--- src/include/ddcnco_pkg.sv ---
/*
 * constants and types for the downconverter frequency translation stage.
 * assumes: one sample clock, control words held stable by a register block outside.
 */
package ddcnco_pkg;
    localparam int NCO_W = 48;
    localparam int SMP_W = 16;
    localparam int SLOTS = 16;
    localparam int SLOT_AW = 4;
    localparam int CTRL_W = 8;
    localparam int LUT_W = 6;
    // channel control register fields
    localparam int IF_MODE_LSB = 4;
    localparam int IF_MODE_W = 2;
    // nco control register fields
    localparam int SEL_MODE_LSB = 4;
    localparam int SEL_CHAN_LSB = 0;
    localparam logic [3:0] SEL_MODE_REG = 4'h0;
    // synchronization control register fields
    localparam int SYNC_SOFT_RST_BIT = 4;
    localparam int SYNC_SYSREF_EN_BIT = 0;
    localparam int SYNC_DDC_EN_BIT = 1;
    localparam logic [NCO_W-1:0] ACC_RESET = 48'h0000_0000_0000;
    localparam logic [NCO_W-1:0] ACC_ONE = 48'h0000_0000_0001;
    // 0.999 of positive full scale
    localparam logic signed [SMP_W-1:0] TEST_LEVEL = 16'h7fde;
    localparam int MIX_SHIFT = 15;
    localparam logic [LUT_W-1:0] QUARTER = 6'h10;

    typedef enum logic [IF_MODE_W-1:0] {
        DDCNCO_IF_VARIABLE,
        DDCNCO_IF_ZERO,
        DDCNCO_IF_FS4,
        DDCNCO_IF_TEST
    } ddcnco_if_mode_t;

    typedef logic [NCO_W-1:0] ddcnco_word_t;
    typedef logic signed [SMP_W-1:0] ddcnco_smp_t;
endpackage : ddcnco_pkg

--- src/include/ddcnco_if.sv ---
/*
 * valid/ready stream carrier between the stage and its output buffer.
 * assumes: source holds data while valid and not ready.
 */
`timescale 1ns/1ps
interface ddcnco_strm_if #(parameter int W = 32);
    logic valid;
    logic ready;
    logic [W-1:0] data;
    modport src (output valid, output data, input ready);
    modport snk (input valid, input data, output ready);
endinterface : ddcnco_strm_if

--- src/verilog/ddcnco_slot_mem.sv ---
/*
 * shadow channel store: one write port, registered read port.
 * assumes: write and read on the same clock; read data lags address by one cycle.
 */
`timescale 1ns/1ps
module ddcnco_slot_mem #(
    parameter int DEPTH = 16,
    parameter int AW = 4,
    parameter int W = 96
) (
    input wire logic i_clk, // sample clock
    input wire logic i_wr, // write strobe
    input wire logic [AW-1:0] i_waddr, // write slot
    input wire logic [W-1:0] i_wdata, // write data
    input wire logic [AW-1:0] i_raddr, // read slot
    output logic [W-1:0] o_rdata // registered read data
);
    logic [W-1:0] mem [DEPTH];

    if (DEPTH != (1 << AW)) begin : g_bad_depth
        $error("ddcnco_slot_mem: DEPTH must equal 2**AW");
    end

    always_ff @(posedge i_clk) begin
        if (i_wr) begin
            mem[i_waddr] <= i_wdata;
        end
    end

    always_ff @(posedge i_clk) begin
        o_rdata <= mem[i_raddr];
    end
endmodule : ddcnco_slot_mem

--- src/verilog/ddcnco_buf.sv ---
/*
 * small valid/ready fifo so a stalled receiver loses no word.
 * assumes: depth a power of two; output data registered in the store.
 */
`timescale 1ns/1ps
module ddcnco_buf #(
    parameter int W = 32,
    parameter int DEPTH = 2
) (
    input wire logic i_clk, // sample clock
    input wire logic i_reset_n, // async reset, active low
    ddcnco_strm_if.snk s_in, // filling side
    ddcnco_strm_if.src s_out // draining side
);
    localparam int AW = (DEPTH > 1) ? $clog2(DEPTH) : 1;
    logic [W-1:0] store [DEPTH];
    logic [AW-1:0] wptr_reg;
    logic [AW-1:0] rptr_reg;
    logic [AW:0] count_reg;
    logic push;
    logic pop;

    if (DEPTH < 2 || DEPTH != (1 << AW)) begin : g_bad_depth
        $error("ddcnco_buf: DEPTH must be a power of two, at least 2");
    end

    assign s_in.ready = (count_reg != (AW+1)'(DEPTH));
    assign s_out.valid = (count_reg != '0);
    assign s_out.data = store[rptr_reg];
    assign push = s_in.valid && s_in.ready;
    assign pop = s_out.valid && s_out.ready;

    always_ff @(posedge i_clk) begin
        if (push) begin
            store[wptr_reg] <= s_in.data;
        end
    end

    always_ff @(posedge i_clk or negedge i_reset_n) begin
        if (!i_reset_n) begin
            wptr_reg <= '0;
            rptr_reg <= '0;
            count_reg <= '0;
        end else begin
            if (push) begin
                wptr_reg <= wptr_reg + 1'b1;
            end
            if (pop) begin
                rptr_reg <= rptr_reg + 1'b1;
            end
            if (push && !pop) begin
                count_reg <= count_reg + 1'b1;
            end else if (pop && !push) begin
                count_reg <= count_reg - 1'b1;
            end
        end
    end
endmodule : ddcnco_buf

--- src/verilog/ddcnco_top.sv ---
/*
 * frequency translation stage of one downconverter channel: 48-bit complex
 * oscillator, quadrature mixer, 16 shadow tuning/phase slots, modulus logic.
 * assumes: sample clock is i_clk; control words come from a register block
 * on the same clock; i_sysref arrives asynchronously from a pin.
 */
//
// Contract
// - if mode comes from bits 5:4 of the channel control word.
// - variable mode runs oscillator and mixer; tuning word sets shift.
// - zero-if mode bypasses the mixer and stops the oscillator.
// - fs/4 mode mixes with a fixed quarter-rate sequence.
// - test mode forces input to 0.999 full scale, oscillator on.
// - 48-bit complex oscillator and quadrature mixer give complex baseband.
// - one oscillator per channel, producing exp of minus the carrier.
// - tuning word is signed 48-bit, spanning minus to plus half rate.
// - numerator and denominator are 48-bit unsigned; numerator below 2^47.
// - nonzero numerator enables modulus mode: rate is tuning plus num/den.
// - zero numerator disables modulus logic; only tuning word accumulates.
// - coherent mode hops freely without reset, phase tied to sync.
// - sixteen shadow slots each hold tuning and phase offset words.
// - a 48-bit phase offset word is added to the oscillator phase.
// - tuning and phase offset writes accepted anytime, phase stays deterministic.
// - accumulator resets to zero and advances every clock, except in zero-if mode and during resync.
// - soft reset bit high then low resets the accumulators.
// - sysref event resets accumulators when sysref and sync enables set.
// - one slot active; select mode zero picks slot from bits 3:0.
`timescale 1ns/1ps
module ddcnco_top
    import ddcnco_pkg::*;
#(
    parameter int BUF_DEPTH = 2
) (
    input wire logic i_clk, // 200 MHz sample clock
    input wire logic i_reset_n, // async reset, active low
    input wire logic [ddcnco_pkg::CTRL_W-1:0] i_ddc_ctrl, // channel control word
    input wire logic [ddcnco_pkg::CTRL_W-1:0] i_nco_ctrl, // slot select mode and slot
    input wire logic [ddcnco_pkg::CTRL_W-1:0] i_sync_ctrl, // sync control word
    input wire logic i_sysref, // sysref pin, asynchronous
    input wire logic i_complex_in, // 1: input has q part
    input wire logic i_slot_wr, // pulse: write shadow slot
    input wire logic [ddcnco_pkg::SLOT_AW-1:0] i_slot_index, // slot written
    input wire ddcnco_pkg::ddcnco_word_t i_tuning_word, // signed tuning word
    input wire ddcnco_pkg::ddcnco_word_t i_phase_offset_word, // phase offset
    input wire ddcnco_pkg::ddcnco_word_t i_modulus_numerator_word, // modulus numerator
    input wire ddcnco_pkg::ddcnco_word_t i_modulus_denominator_word, // modulus denominator
    input wire logic i_in_valid, // input sample valid
    output logic o_in_ready, // stage can take a sample
    input wire ddcnco_pkg::ddcnco_smp_t i_in_i, // input i
    input wire ddcnco_pkg::ddcnco_smp_t i_in_q, // input q
    output logic o_out_valid, // output sample valid
    input wire logic i_out_ready, // filter chain takes sample
    output ddcnco_pkg::ddcnco_smp_t o_out_i, // baseband i
    output ddcnco_pkg::ddcnco_smp_t o_out_q, // baseband q
    output ddcnco_pkg::ddcnco_word_t o_phase_accumulator_word, // running phase
    output logic [ddcnco_pkg::SLOT_AW-1:0] o_active_slot // active shadow slot
);
    import ddcnco_pkg::*;

    localparam int PAIR_W = 2 * SMP_W;

    if (BUF_DEPTH < 2) begin : g_bad_buf_depth
        $error("ddcnco_top: BUF_DEPTH must be at least 2");
    end

    // quarter-wave cosine, n in 0..16
    function automatic ddcnco_smp_t quarter_cos(input logic [4:0] n);
        case (n)
            5'h00: quarter_cos = 16'sh7fff;
            5'h01: quarter_cos = 16'sh7f61;
            5'h02: quarter_cos = 16'sh7d8a;
            5'h03: quarter_cos = 16'sh7a7d;
            5'h04: quarter_cos = 16'sh7642;
            5'h05: quarter_cos = 16'sh70e3;
            5'h06: quarter_cos = 16'sh6a6e;
            5'h07: quarter_cos = 16'sh62f2;
            5'h08: quarter_cos = 16'sh5a82;
            5'h09: quarter_cos = 16'sh5134;
            5'h0a: quarter_cos = 16'sh471d;
            5'h0b: quarter_cos = 16'sh3c57;
            5'h0c: quarter_cos = 16'sh30fc;
            5'h0d: quarter_cos = 16'sh2528;
            5'h0e: quarter_cos = 16'sh18f9;
            5'h0f: quarter_cos = 16'sh0c8c;
            default: quarter_cos = 16'sh0000;
        endcase
    endfunction : quarter_cos

    // full-circle cosine from a 6-bit phase
    function automatic ddcnco_smp_t cos64(input logic [LUT_W-1:0] k);
        logic [4:0] idx;
        logic [4:0] mir;
        idx = {1'b0, k[3:0]};
        mir = 5'h10 - idx;
        case (k[5:4])
            2'h0: cos64 = quarter_cos(idx);
            2'h1: cos64 = -quarter_cos(mir);
            2'h2: cos64 = -quarter_cos(idx);
            default: cos64 = quarter_cos(mir);
        endcase
    endfunction : cos64

    // scale a mixer sum back to sample width with saturation
    function automatic ddcnco_smp_t sat_scale(input logic signed [PAIR_W:0] v);
        logic signed [PAIR_W:0] s;
        s = v >>> MIX_SHIFT;
        if (s > (PAIR_W+1)'(signed'(16'sh7fff))) begin
            sat_scale = 16'sh7fff;
        end else if (s < -(PAIR_W+1)'(33'sh8000)) begin
            sat_scale = 16'sh8000;
        end else begin
            sat_scale = s[SMP_W-1:0];
        end
    endfunction : sat_scale

    ddcnco_if_mode_t if_mode;
    assign if_mode = ddcnco_if_mode_t'(i_ddc_ctrl[IF_MODE_LSB +: IF_MODE_W]);

    // sysref: two flops, then edge detect on the second
    logic sysref_meta_reg;
    logic sysref_sync_reg;
    logic sysref_prev_reg;
    logic soft_rst_prev_reg;
    logic sysref_event;
    logic soft_rst_release;
    logic acc_resync;

    always_ff @(posedge i_clk or negedge i_reset_n) begin
        if (!i_reset_n) begin
            sysref_meta_reg <= 1'b0;
            sysref_sync_reg <= 1'b0;
            sysref_prev_reg <= 1'b0;
        end else begin
            sysref_meta_reg <= i_sysref;
            sysref_sync_reg <= sysref_meta_reg;
            sysref_prev_reg <= sysref_sync_reg;
        end
    end

    always_ff @(posedge i_clk or negedge i_reset_n) begin
        if (!i_reset_n) begin
            soft_rst_prev_reg <= 1'b0;
        end else begin
            soft_rst_prev_reg <= i_sync_ctrl[SYNC_SOFT_RST_BIT];
        end
    end

    assign sysref_event = sysref_sync_reg && !sysref_prev_reg
        && i_sync_ctrl[SYNC_SYSREF_EN_BIT] && i_sync_ctrl[SYNC_DDC_EN_BIT];
    // accumulators held while soft reset high and for one clock after its fall, then restart
    assign soft_rst_release = soft_rst_prev_reg && !i_sync_ctrl[SYNC_SOFT_RST_BIT];
    assign acc_resync = i_sync_ctrl[SYNC_SOFT_RST_BIT] || soft_rst_release
        || sysref_event;

    // shadow slot store: {tuning, phase offset}
    logic [SLOT_AW-1:0] active_slot_reg;
    logic [2*NCO_W-1:0] slot_rdata;
    ddcnco_word_t cur_tuning;
    ddcnco_word_t cur_phase_offset;

    always_ff @(posedge i_clk or negedge i_reset_n) begin
        if (!i_reset_n) begin
            active_slot_reg <= '0;
        end else if (i_nco_ctrl[SEL_MODE_LSB +: SLOT_AW] == SEL_MODE_REG) begin
            active_slot_reg <= i_nco_ctrl[SEL_CHAN_LSB +: SLOT_AW];
        end
    end

    ddcnco_slot_mem #(
        .DEPTH(SLOTS),
        .AW(SLOT_AW),
        .W(2 * NCO_W)
    ) u_slots (
        .i_clk(i_clk),
        .i_wr(i_slot_wr),
        .i_waddr(i_slot_index),
        .i_wdata({i_tuning_word, i_phase_offset_word}),
        .i_raddr(active_slot_reg),
        .o_rdata(slot_rdata)
    );

    // slot switch only swaps words, accumulator untouched
    assign cur_tuning = slot_rdata[NCO_W +: NCO_W];
    assign cur_phase_offset = slot_rdata[0 +: NCO_W];

    // modulus auxiliary accumulator
    logic modulus_on;
    ddcnco_word_t aux_acc_reg;
    logic [NCO_W:0] aux_sum;
    logic aux_wrap;

    assign modulus_on = (i_modulus_numerator_word != '0);
    assign aux_sum = {1'b0, aux_acc_reg} + {1'b0, i_modulus_numerator_word};
    assign aux_wrap = modulus_on && (aux_sum >= {1'b0, i_modulus_denominator_word});

    always_ff @(posedge i_clk or negedge i_reset_n) begin
        if (!i_reset_n) begin
            aux_acc_reg <= ACC_RESET;
        end else if (acc_resync || !modulus_on) begin
            aux_acc_reg <= ACC_RESET;
        end else if (aux_wrap) begin
            aux_acc_reg <= NCO_W'(aux_sum - {1'b0, i_modulus_denominator_word});
        end else begin
            aux_acc_reg <= aux_sum[NCO_W-1:0];
        end
    end

    // phase accumulator, wraps mod 2^48 so signed tuning is exact
    ddcnco_word_t phase_acc_reg;
    logic osc_on;

    assign osc_on = (if_mode != DDCNCO_IF_ZERO);

    always_ff @(posedge i_clk or negedge i_reset_n) begin
        if (!i_reset_n) begin
            phase_acc_reg <= ACC_RESET;
        end else if (acc_resync || !osc_on) begin
            phase_acc_reg <= ACC_RESET;
        end else begin
            phase_acc_reg <= phase_acc_reg + cur_tuning
                + (aux_wrap ? ACC_ONE : ACC_RESET);
        end
    end

    // fs/4 phase sequence: 0, pi/2, pi, 3pi/2
    logic [1:0] quarter_cnt_reg;

    always_ff @(posedge i_clk or negedge i_reset_n) begin
        if (!i_reset_n) begin
            quarter_cnt_reg <= '0;
        end else if (acc_resync || if_mode != DDCNCO_IF_FS4) begin
            quarter_cnt_reg <= '0;
        end else begin
            quarter_cnt_reg <= quarter_cnt_reg + 1'b1;
        end
    end

    // oscillator phase and complex exponential exp(-j*theta)
    ddcnco_word_t inst_phase;
    logic [LUT_W-1:0] lut_phase;
    ddcnco_smp_t lo_cos;
    ddcnco_smp_t lo_sin;

    assign inst_phase = phase_acc_reg + cur_phase_offset;
    assign lut_phase = (if_mode == DDCNCO_IF_FS4) ? {quarter_cnt_reg, 4'h0}
        : inst_phase[NCO_W-1 -: LUT_W];
    assign lo_cos = cos64(lut_phase);
    assign lo_sin = cos64(lut_phase - QUARTER);

    // input conditioning and mixing
    ddcnco_smp_t x_i;
    ddcnco_smp_t x_q;
    ddcnco_smp_t mix_i;
    ddcnco_smp_t mix_q;

    always_comb begin
        x_i = i_in_i;
        x_q = i_complex_in ? i_in_q : '0;
        if (if_mode == DDCNCO_IF_TEST) begin
            x_i = TEST_LEVEL;
            x_q = '0;
        end
    end

    // (x_i + j x_q)(cos - j sin)
    always_comb begin
        mix_i = sat_scale((PAIR_W+1)'(x_i * lo_cos) + (PAIR_W+1)'(x_q * lo_sin));
        mix_q = sat_scale((PAIR_W+1)'(x_q * lo_cos) - (PAIR_W+1)'(x_i * lo_sin));
        if (if_mode == DDCNCO_IF_ZERO) begin
            mix_i = x_i;
            mix_q = x_q;
        end
    end

    // output buffer, stalls input when full
    ddcnco_strm_if #(.W(PAIR_W)) s_mix ();
    ddcnco_strm_if #(.W(PAIR_W)) s_out ();

    assign s_mix.valid = i_in_valid;
    assign s_mix.data = {mix_i, mix_q};
    assign o_in_ready = s_mix.ready;

    ddcnco_buf #(
        .W(PAIR_W),
        .DEPTH(BUF_DEPTH)
    ) u_buf (
        .i_clk(i_clk),
        .i_reset_n(i_reset_n),
        .s_in(s_mix),
        .s_out(s_out)
    );

    assign o_out_valid = s_out.valid;
    assign s_out.ready = i_out_ready;
    assign o_out_i = s_out.data[SMP_W +: SMP_W];
    assign o_out_q = s_out.data[0 +: SMP_W];
    assign o_phase_accumulator_word = phase_acc_reg;
    assign o_active_slot = active_slot_reg;
endmodule : ddcnco_top

--- config.mk ---
export PLATFORM = sky130hd
export DESIGN_NAME = ddcnco_top
export DESIGN_NICKNAME = d
export VERILOG_FILES = /design/src/include/ddcnco_pkg.sv /design/src/include/ddcnco_if.sv /design/src/verilog/ddcnco_slot_mem.sv /design/src/verilog/ddcnco_buf.sv /design/src/verilog/ddcnco_top.sv
export SDC_FILE = /design/constraint.sdc
export NUM_CORES = 2
export LEC_CHECK = 0
export BUFFER_PORTS_ARGS = -buffer_cell sky130_fd_sc_hd__buf_2
export CORE_AREA = 4 4 453 455
export DETAILED_ROUTE_END_ITERATION = 10
export DIE_AREA = 0 0 457 459
export GPL_TIMING_DRIVEN = 0
export PLACE_DENSITY = 0.8
export SYNTH_ARGS = -nofsm -noshare
export SYNTH_HDL_FRONTEND = slang
export SYNTH_SLANG_ARGS = --single-unit
--- constraint.sdc ---
create_clock -name i_clk -period 14.39 [get_ports i_clk]
set_clock_uncertainty 0.1 [all_clocks]
set_input_delay 2.878 -clock i_clk [delete_from_list [all_inputs] [get_ports i_clk]]
set_output_delay 2.878 -clock i_clk [all_outputs]
set_load 0.005 [all_outputs]
Yosys cells after proc, flatten, opt, wreduce, memory -nomap -nowiden:

Memories as Yosys holds them, arrays and structs flattened. A register that Yosys moved wholly into a read port is not among the register bits.
Index checks and enable logic that the tools add are counted.

* output and inout port bits: 86
* RAM bits: 1600
* register bits: 110
* input bits: 259
* memories kept: 10
* memory bits (read-only): 1920

* muxes and demuxes: 31
* multiply operators: 4
* magnitude comparators: 5
* $add $sub $neg: 19
* reduce and logical (&&, ||, !) cells: 26
* eq/ne operators: 10

Memory list
* u_slots.mem: words 16, bits a word 96, rd ports 1, clocked after Yosys merged registers in 1, wr ports 1, RTL line ddcnco_slot_mem.sv:18 `logic [W-1:0] mem [DEPTH];`
* (name not given): words 16, bits a word 15, rd ports 1, clocked after Yosys merged registers in 0, wr ports 0, RTL line ddcnco_top.sv:68 `case (n)`
* (name not given): words 16, bits a word 15, rd ports 1, clocked after Yosys merged registers in 0, wr ports 0, RTL line ddcnco_top.sv:68
* (name not given): words 16, bits a word 15, rd ports 1, clocked after Yosys merged registers in 0, wr ports 0, RTL line ddcnco_top.sv:68
* (name not given): words 16, bits a word 15, rd ports 1, clocked after Yosys merged registers in 0, wr ports 0, RTL line ddcnco_top.sv:68
* (name not given): words 16, bits a word 15, rd ports 1, clocked after Yosys merged registers in 0, wr ports 0, RTL line ddcnco_top.sv:68
* +4 memories

Operators with widths (number)
* $mux 16: 17
* $mux 48: 3
* $mul 16x16->32: 4
* $add 48x48->48: 2
* $pmux 16 s3: 2
* $neg 16->16: 4
* $add 48x48->49: 1
* $ge 49x48->1: 1
* $add 48x1->48: 1
* $reduce_bool 48->1: 1
* $sub 48x48->48: 1
* $gt 18x16->1 const B: 2
* $lt 18x16->1 const B: 2
* $add 32x32->33: 1
* $sub 32x32->33: 1
* $sub 5x4->5 const A: 2
* $logic_and 1x1->1: 9
* $eq 2x2->1 const B: 4
* $eq 2x1->1 const B: 3
* $logic_not 1->1: 6
* $mux 2: 3
* $mux 6: 1
* $sub 6x5->6 const B: 1
* $logic_or 1x1->1: 5
* 9 further kinds: 18

Longest topological paths before layout:

An unclocked memory read counts as a cell.

* depth after elaboration: 15
* mapped depth: 61
* depth with buffers taken out: 54

Cells and area by module:

Synthesis repeated with hierarchy kept, for this count alone.

* cell total of the unflattened synthesis: 8902
* area total of the unflattened synthesis: 116332.8 µm²

Modules (own cells, without submodules)
* ddcnco_slot_mem: area each 59354.4 µm², seq. area each 48046.1 µm², cells an instance 2460, instances 1
* ddcnco_top: area each 54319.6 µm², seq. area each 2652.5 µm², cells an instance 6324, instances 1
* ddcnco_buf: area each 2658.8 µm², seq. area each 2021.9 µm², cells an instance 118, instances 1

Worst setup path before layout:

OpenSTA, ideal clock, no wires.

* path kind: input port to flip-flop
* start point: in i_ddc_ctrl[4] (netlist bit)
* end point: mem u_buf.store[0][20], data pin
* data required time: 14025 ps
* stages on the path: 54
* arrival: 14513 ps
* path buffers: 7
* slack: -488 ps
* cell sequence: nand2b_1 -> buf_2 -> nand4_1 -> o21a_1 -> clkbuf_1 -> buf_1 -> ha_1 -> clkbuf_1 -> nand2_1 -> nor4_1 -> nor3_1 -> nand2_1 -> inv_1 -> buf_2 -> ha_1 -> or3_1 -> a21o_1 -> ha_1 -> [... 18 more ...] -> fa_1 -> inv_1 -> fa_1 -> inv_1 -> ha_1 -> a21o_1 -> a21oi_1 -> o21ai_0 -> a21oi_1 -> nor2_1 -> a21oi_1 -> inv_1 -> o311ai_1 -> nand2_1 -> o311ai_1 -> a21oi_2 -> buf_2 -> a221o_1

* longest elaborated chain between the ends: 15
* elaborated cells between the ends (all ways): 45

Ends and longest elaborated chain
* start: declaration: RTL line ddcnco_top.sv:36 `input wire logic [ddcnco_pkg::CTRL_W-1:0] i_ddc_ctrl,`
* $eq 2x2->1: RTL line ddcnco_top.sv:245 `assign lut_phase = (if_mode == DDCNCO_IF_FS4) ? {quarter_cnt_reg, 4'h0}`
* $mux 6: RTL line ddcnco_top.sv:245
* $sub 6x5->6: RTL line ddcnco_top.sv:248 `assign lo_sin = cos64(lut_phase - QUARTER);`
* $sub 5x4->5: RTL line ddcnco_top.sv:94 `mir = 5'h10 - idx;`
* $mem_v2 16x15
* $mux 16: RTL line ddcnco_top.sv:68
* $mux 16: RTL line ddcnco_top.sv:95 `case (k[5:4])`
* $neg 16->16: RTL line ddcnco_top.sv:97 `2'h1: cos64 = -quarter_cos(mir);`
* $pmux 16 s3: RTL line ddcnco_top.sv:95
* $mul 16x16->32: RTL line ddcnco_top.sv:267 `mix_i = sat_scale((PAIR_W+1)'(x_i * lo_cos) + (PAIR_W+1)'(x_q * lo_sin));`
* $add 32x32->33: RTL line ddcnco_top.sv:267
* $lt 18x16->1: RTL line ddcnco_top.sv:109 `end else if (s < -(PAIR_W+1)'(33'sh8000)) begin`
* $mux 16: RTL line ddcnco_top.sv:109
* $mux 16: RTL line ddcnco_top.sv:107 `if (s > (PAIR_W+1)'(signed'(16'sh7fff))) begin`
* $mux 16 *: RTL line ddcnco_top.sv:269 `if (if_mode == DDCNCO_IF_ZERO) begin`
* named net mix_i[4]: RTL line ddcnco_top.sv:253 `ddcnco_smp_t mix_i;`
* end: declaration: RTL line ddcnco_buf.sv:16 `logic [W-1:0] store [DEPTH];`

Mark *: on every way through the listed nets, which the timed path passes. The rest lies on a longest branch. The select of a mux whose other input is x is not followed.

Worst setup path in the final report:

* start point: reg phase_acc_reg[15], in the netlist o_phase_accumulator_word[15]
* end point: mem u_buf.store[1][20], data pin

* longest elaborated chain between the ends: 15
* elaborated cells between the ends (all ways): 41

Ends and longest elaborated chain
* start: declaration: RTL line ddcnco_top.sv:209 `ddcnco_word_t phase_acc_reg;`
* start signal: assignment: RTL line ddcnco_top.sv:220 `phase_acc_reg <= phase_acc_reg + cur_tuning`
* $add 48x48->48 *: RTL line ddcnco_top.sv:244 `assign inst_phase = phase_acc_reg + cur_phase_offset;`
* $mux 6 *: RTL line ddcnco_top.sv:245
* $sub 6x5->6: RTL line ddcnco_top.sv:248
* $sub 5x4->5: RTL line ddcnco_top.sv:94
* $mem_v2 16x15
* $mux 16: RTL line ddcnco_top.sv:68
* $mux 16: RTL line ddcnco_top.sv:95
* $neg 16->16: RTL line ddcnco_top.sv:97
* $pmux 16 s3: RTL line ddcnco_top.sv:95
* $mul 16x16->32: RTL line ddcnco_top.sv:267
* $add 32x32->33 *: RTL line ddcnco_top.sv:267
* $lt 18x16->1: RTL line ddcnco_top.sv:109
* $mux 16: RTL line ddcnco_top.sv:109
* $mux 16 *: RTL line ddcnco_top.sv:107
* $mux 16 *: RTL line ddcnco_top.sv:269
* named net mix_i[4]: RTL line ddcnco_top.sv:253

Marks and branches as above.

==> run_results.csv <==
group,metric,value,unit
outcome,status,"complete, but fails checks",
outcome,violations,"capacitance limit, slew limit",
layout,layout_common_cells,"1,600 x edfxtp_1, 1,374 x inv_1, 1,150 x fa_1",
layout,multi_input_area,58480,µm²
layout,regMostFlops,"u_slots.mem",
logic_synthesis,synth_compound_area_share,4.532,%
logic_synthesis,avgSynthCellArea,13.38,µm²
detailed_routing,drtIter0Drc,11110,
logic_synthesis,synth-edff-count,1600,
logic_synthesis,synth.distinct_cells,100,
place,hpwl,292.3,mm
clock_tree,cts.clk_slew.worst_paths,60,ps
timing,drv_slew,41,
grt,antenna_found_initial,56,
logic_synthesis,synth_area,116400,µm²
critical_path,end_kind,"register",
floorplanning,die_area,209800,µm²
timing,timing.fmax,0.06986,GHz
detailed_routing,first_pass_iters,6,
job,maxCapViolations,5,
grt,gr-total-overflow,0,
timing,finalCritPeriodShare,99.47,%
critical_path,start_kind,"register",
logic_synthesis,yosysSeqAreaShare,45.30,%
timing,setup_viol,0,
layout,final_cells,12300,
layout,layout_commonest_cell,"edfxtp_1",
layout,top_regs,"u_slots.mem x1536, u_slots.o_rdata x96, u_buf.store x64",
critical_path,worstPathArrival,14910,ps
detailed_routing,post-route-drc-count,0,
logic_synthesis,synth_area_leader_cell,"edfxtp_1",
critical_path,slowest_stage,"o21ai_0",
detailed_routing,vias,80520,
clock_tree,worstSkewPairLatency,930,ps
grt,grtUsageTotal,40.23,%
logic_synthesis,synth_fp_nets,10630,
critical_path,crit_type,"register to register",
logic_synthesis,ys_seq_elements,1806,
clock_tree,cts-buffers-inserted,175,
hold_path,min_path_type,"register to register",
grt,grt_pass1_vias,83360,
detailed_routing,wirelength,419.6,mm
logic_synthesis,synth_xor_xnor_area_share,1.588,%
clock_tree,numClockSinks,1806,
detailed_routing,routedWlPerCell,34.12,µm
detailed_routing,vias_per_cell,6.546,
timing,max_slew_margin,-5.497,%
place,gp_congestion,1.049,
logic_synthesis,synthArstFlopShare,6.091,%
clock_tree,ctsHoldBuffers,0,
layout,fill_cells,13880,
logic_synthesis,yosysWarnings,0,
grt,grt_max_degree,69,
floorplanning,start_util,57.82,%
critical_path,cp.required,14990,ps
floorplanning,num_rows,165,
logic_synthesis,synth_top_family_by_area,"adder cells",
timing,finalHoldViolCount,0,
timing,final.min_clock_period,14310,ps
detailed_routing,ant_nets,0,
logic_synthesis,synthFlopType,"edfxtp_1",
layout,area.growth.synth_to_final,13.76,%
clock_tree,htree_levels,4,
logic_synthesis,synth_area_leaders,"edfxtp_1 41%, fa_1 20%, mux4_2 9.3%, ha_1 5.4%, inv_1 4.5%",
layout,layout-drive-gt1-share,17.94,%
critical_path,worstPathMaxFanout,13,
layout,register_area,52720,µm²
logic_synthesis,muxShareOfSynthArea,10.10,%
timing,tightest_slew,1582,ps
critical_path,cp_common_cell,"fa_1",
logic_synthesis,syn_inst,8696,
layout,largest_register_ffs,1536,
logic_synthesis,synth_top_area_share,41.28,%
floorplanning,die_h,459,µm
clock_tree,root_buffer,"clkbuf_16",
place,port_buffers,333,
floorplanning,pin_count,345,
layout,nets,11370,
logic_synthesis,synth-simple-area-share,7.121,%
floorplanning,core_area,201300,µm²
place,dpl.cell_count,11820,
logic_synthesis,yosys.area_share.adder,25.64,%
clock_tree,cts_buffer_depth,3,
grt,grt_first_pass_wirelength,596.0,mm
clock_tree,cts_tree,"yes",
floorplanning,die_w,457,µm
critical_path,crit_path_max_incr_delay,1110,ps
synthesized netlist by cell type (all sizes together) (39+ instances only):
library cell and count:
fa 1176, edfxtp 1600, xnor2 138, dfxtp 96, ha 503, nor3 62
xor2 73, o21a 39, nand3 69, and2 125, nand2 818, and3 43
clkbuf 298, a21oi 211, mux2i 51, o21ai 137, buf 74, mux4 480
a21o 111, inv 1395, nor2 552, dfrtp 110, nand2b 39
area by class of cell:
| type | count | share of cell area [%] |
|---|---|---|
| plain buffers | 363 | 1.404 |
| diodes | 43 | 0.08127 |
| clock inverters | 97 | 0.8911 |
| multi-input cells | 5121 | 44.17 |
| inverters | 1397 | 3.984 |
| flip-flops and latches | 1806 | 39.82 |
| repair buffers | 568 | 3.580 |
| well taps | 2672 | 2.525 |
| clock buffers | 233 | 3.547 |
cell families after synthesis:
kind of cell,after synthesis
DFF,1806
AOI/OAI and AO/OA,783
adders and majority gates,1679
buffers and inverters,1769
and+or+nand+nor,1879
xor gates and xnor gates,211
muxes,569
per-layer routing:
metal  global-route usage (%)  up-vias  wire [µm]
met1                    48.40    40420     136900
met5                        0        -        313
met3                    11.97     1830      52580
met2                    63.45     6882     193600
met4                    26.75       28      36260
li1                         -    31360          -
worst paths after layout:
path / slack [ps] / cells past startpoint / end / start
max in group asynchronous: 11330 / 2 / quarter_cnt_reg[1] / i_reset_n
setup reg to reg: 80 / 40 / u_buf.store[1][20] / o_phase_accumulator_word[15]
hold / removal: 270 / 0 / sysref_sync_reg / sysref_meta_reg
min in group asynchronous: 1880 / 1 / aux_acc_reg[7] / i_reset_n
hold reg to reg: 270 / 0 / sysref_sync_reg / sysref_meta_reg
setup / recovery: 80 / 40 / u_buf.store[1][20] / o_phase_accumulator_word[15]
critical path: cells and delay by family, from the launching register on:
kind,cells,cell delay [ps]
AOI/OAI and AO/OA,9,3610
adders and majority gates,11,4830
muxes,1,310
buffers and inverters,11,2700
DFF,1,640
and+or+nand+nor,8,1820
stage by stage:
stage                     utilization [%]  setup TNS [ps]  hold WS [ps]  worst slack, ps  area, µm²
after floorplan                         -               0         231.2            46.68     116400
after global placement              60.33        -2057910         232.5            -5720     121400
after detailed placement            61.38         -316930         257.7            -5729     123600
after CTS                           65.28               0         268.2            23.82     131400
after global routing                65.75           -7306         268.4           -192.3     132300
final                               65.78               0         272.2            76.07     132400
repair_timing:
action                                  in CTS  in global routing
pin swaps                                   40                 89
gates resized for setup                    324                185
setup buffers                               82                 34
gates cloned                                 1                  0
endpoints found under the setup margin      70                 75
Power is left out: the tool's default activity adds up to more than one toggle a clock period on the data nets, which glitch-free logic cannot reach.
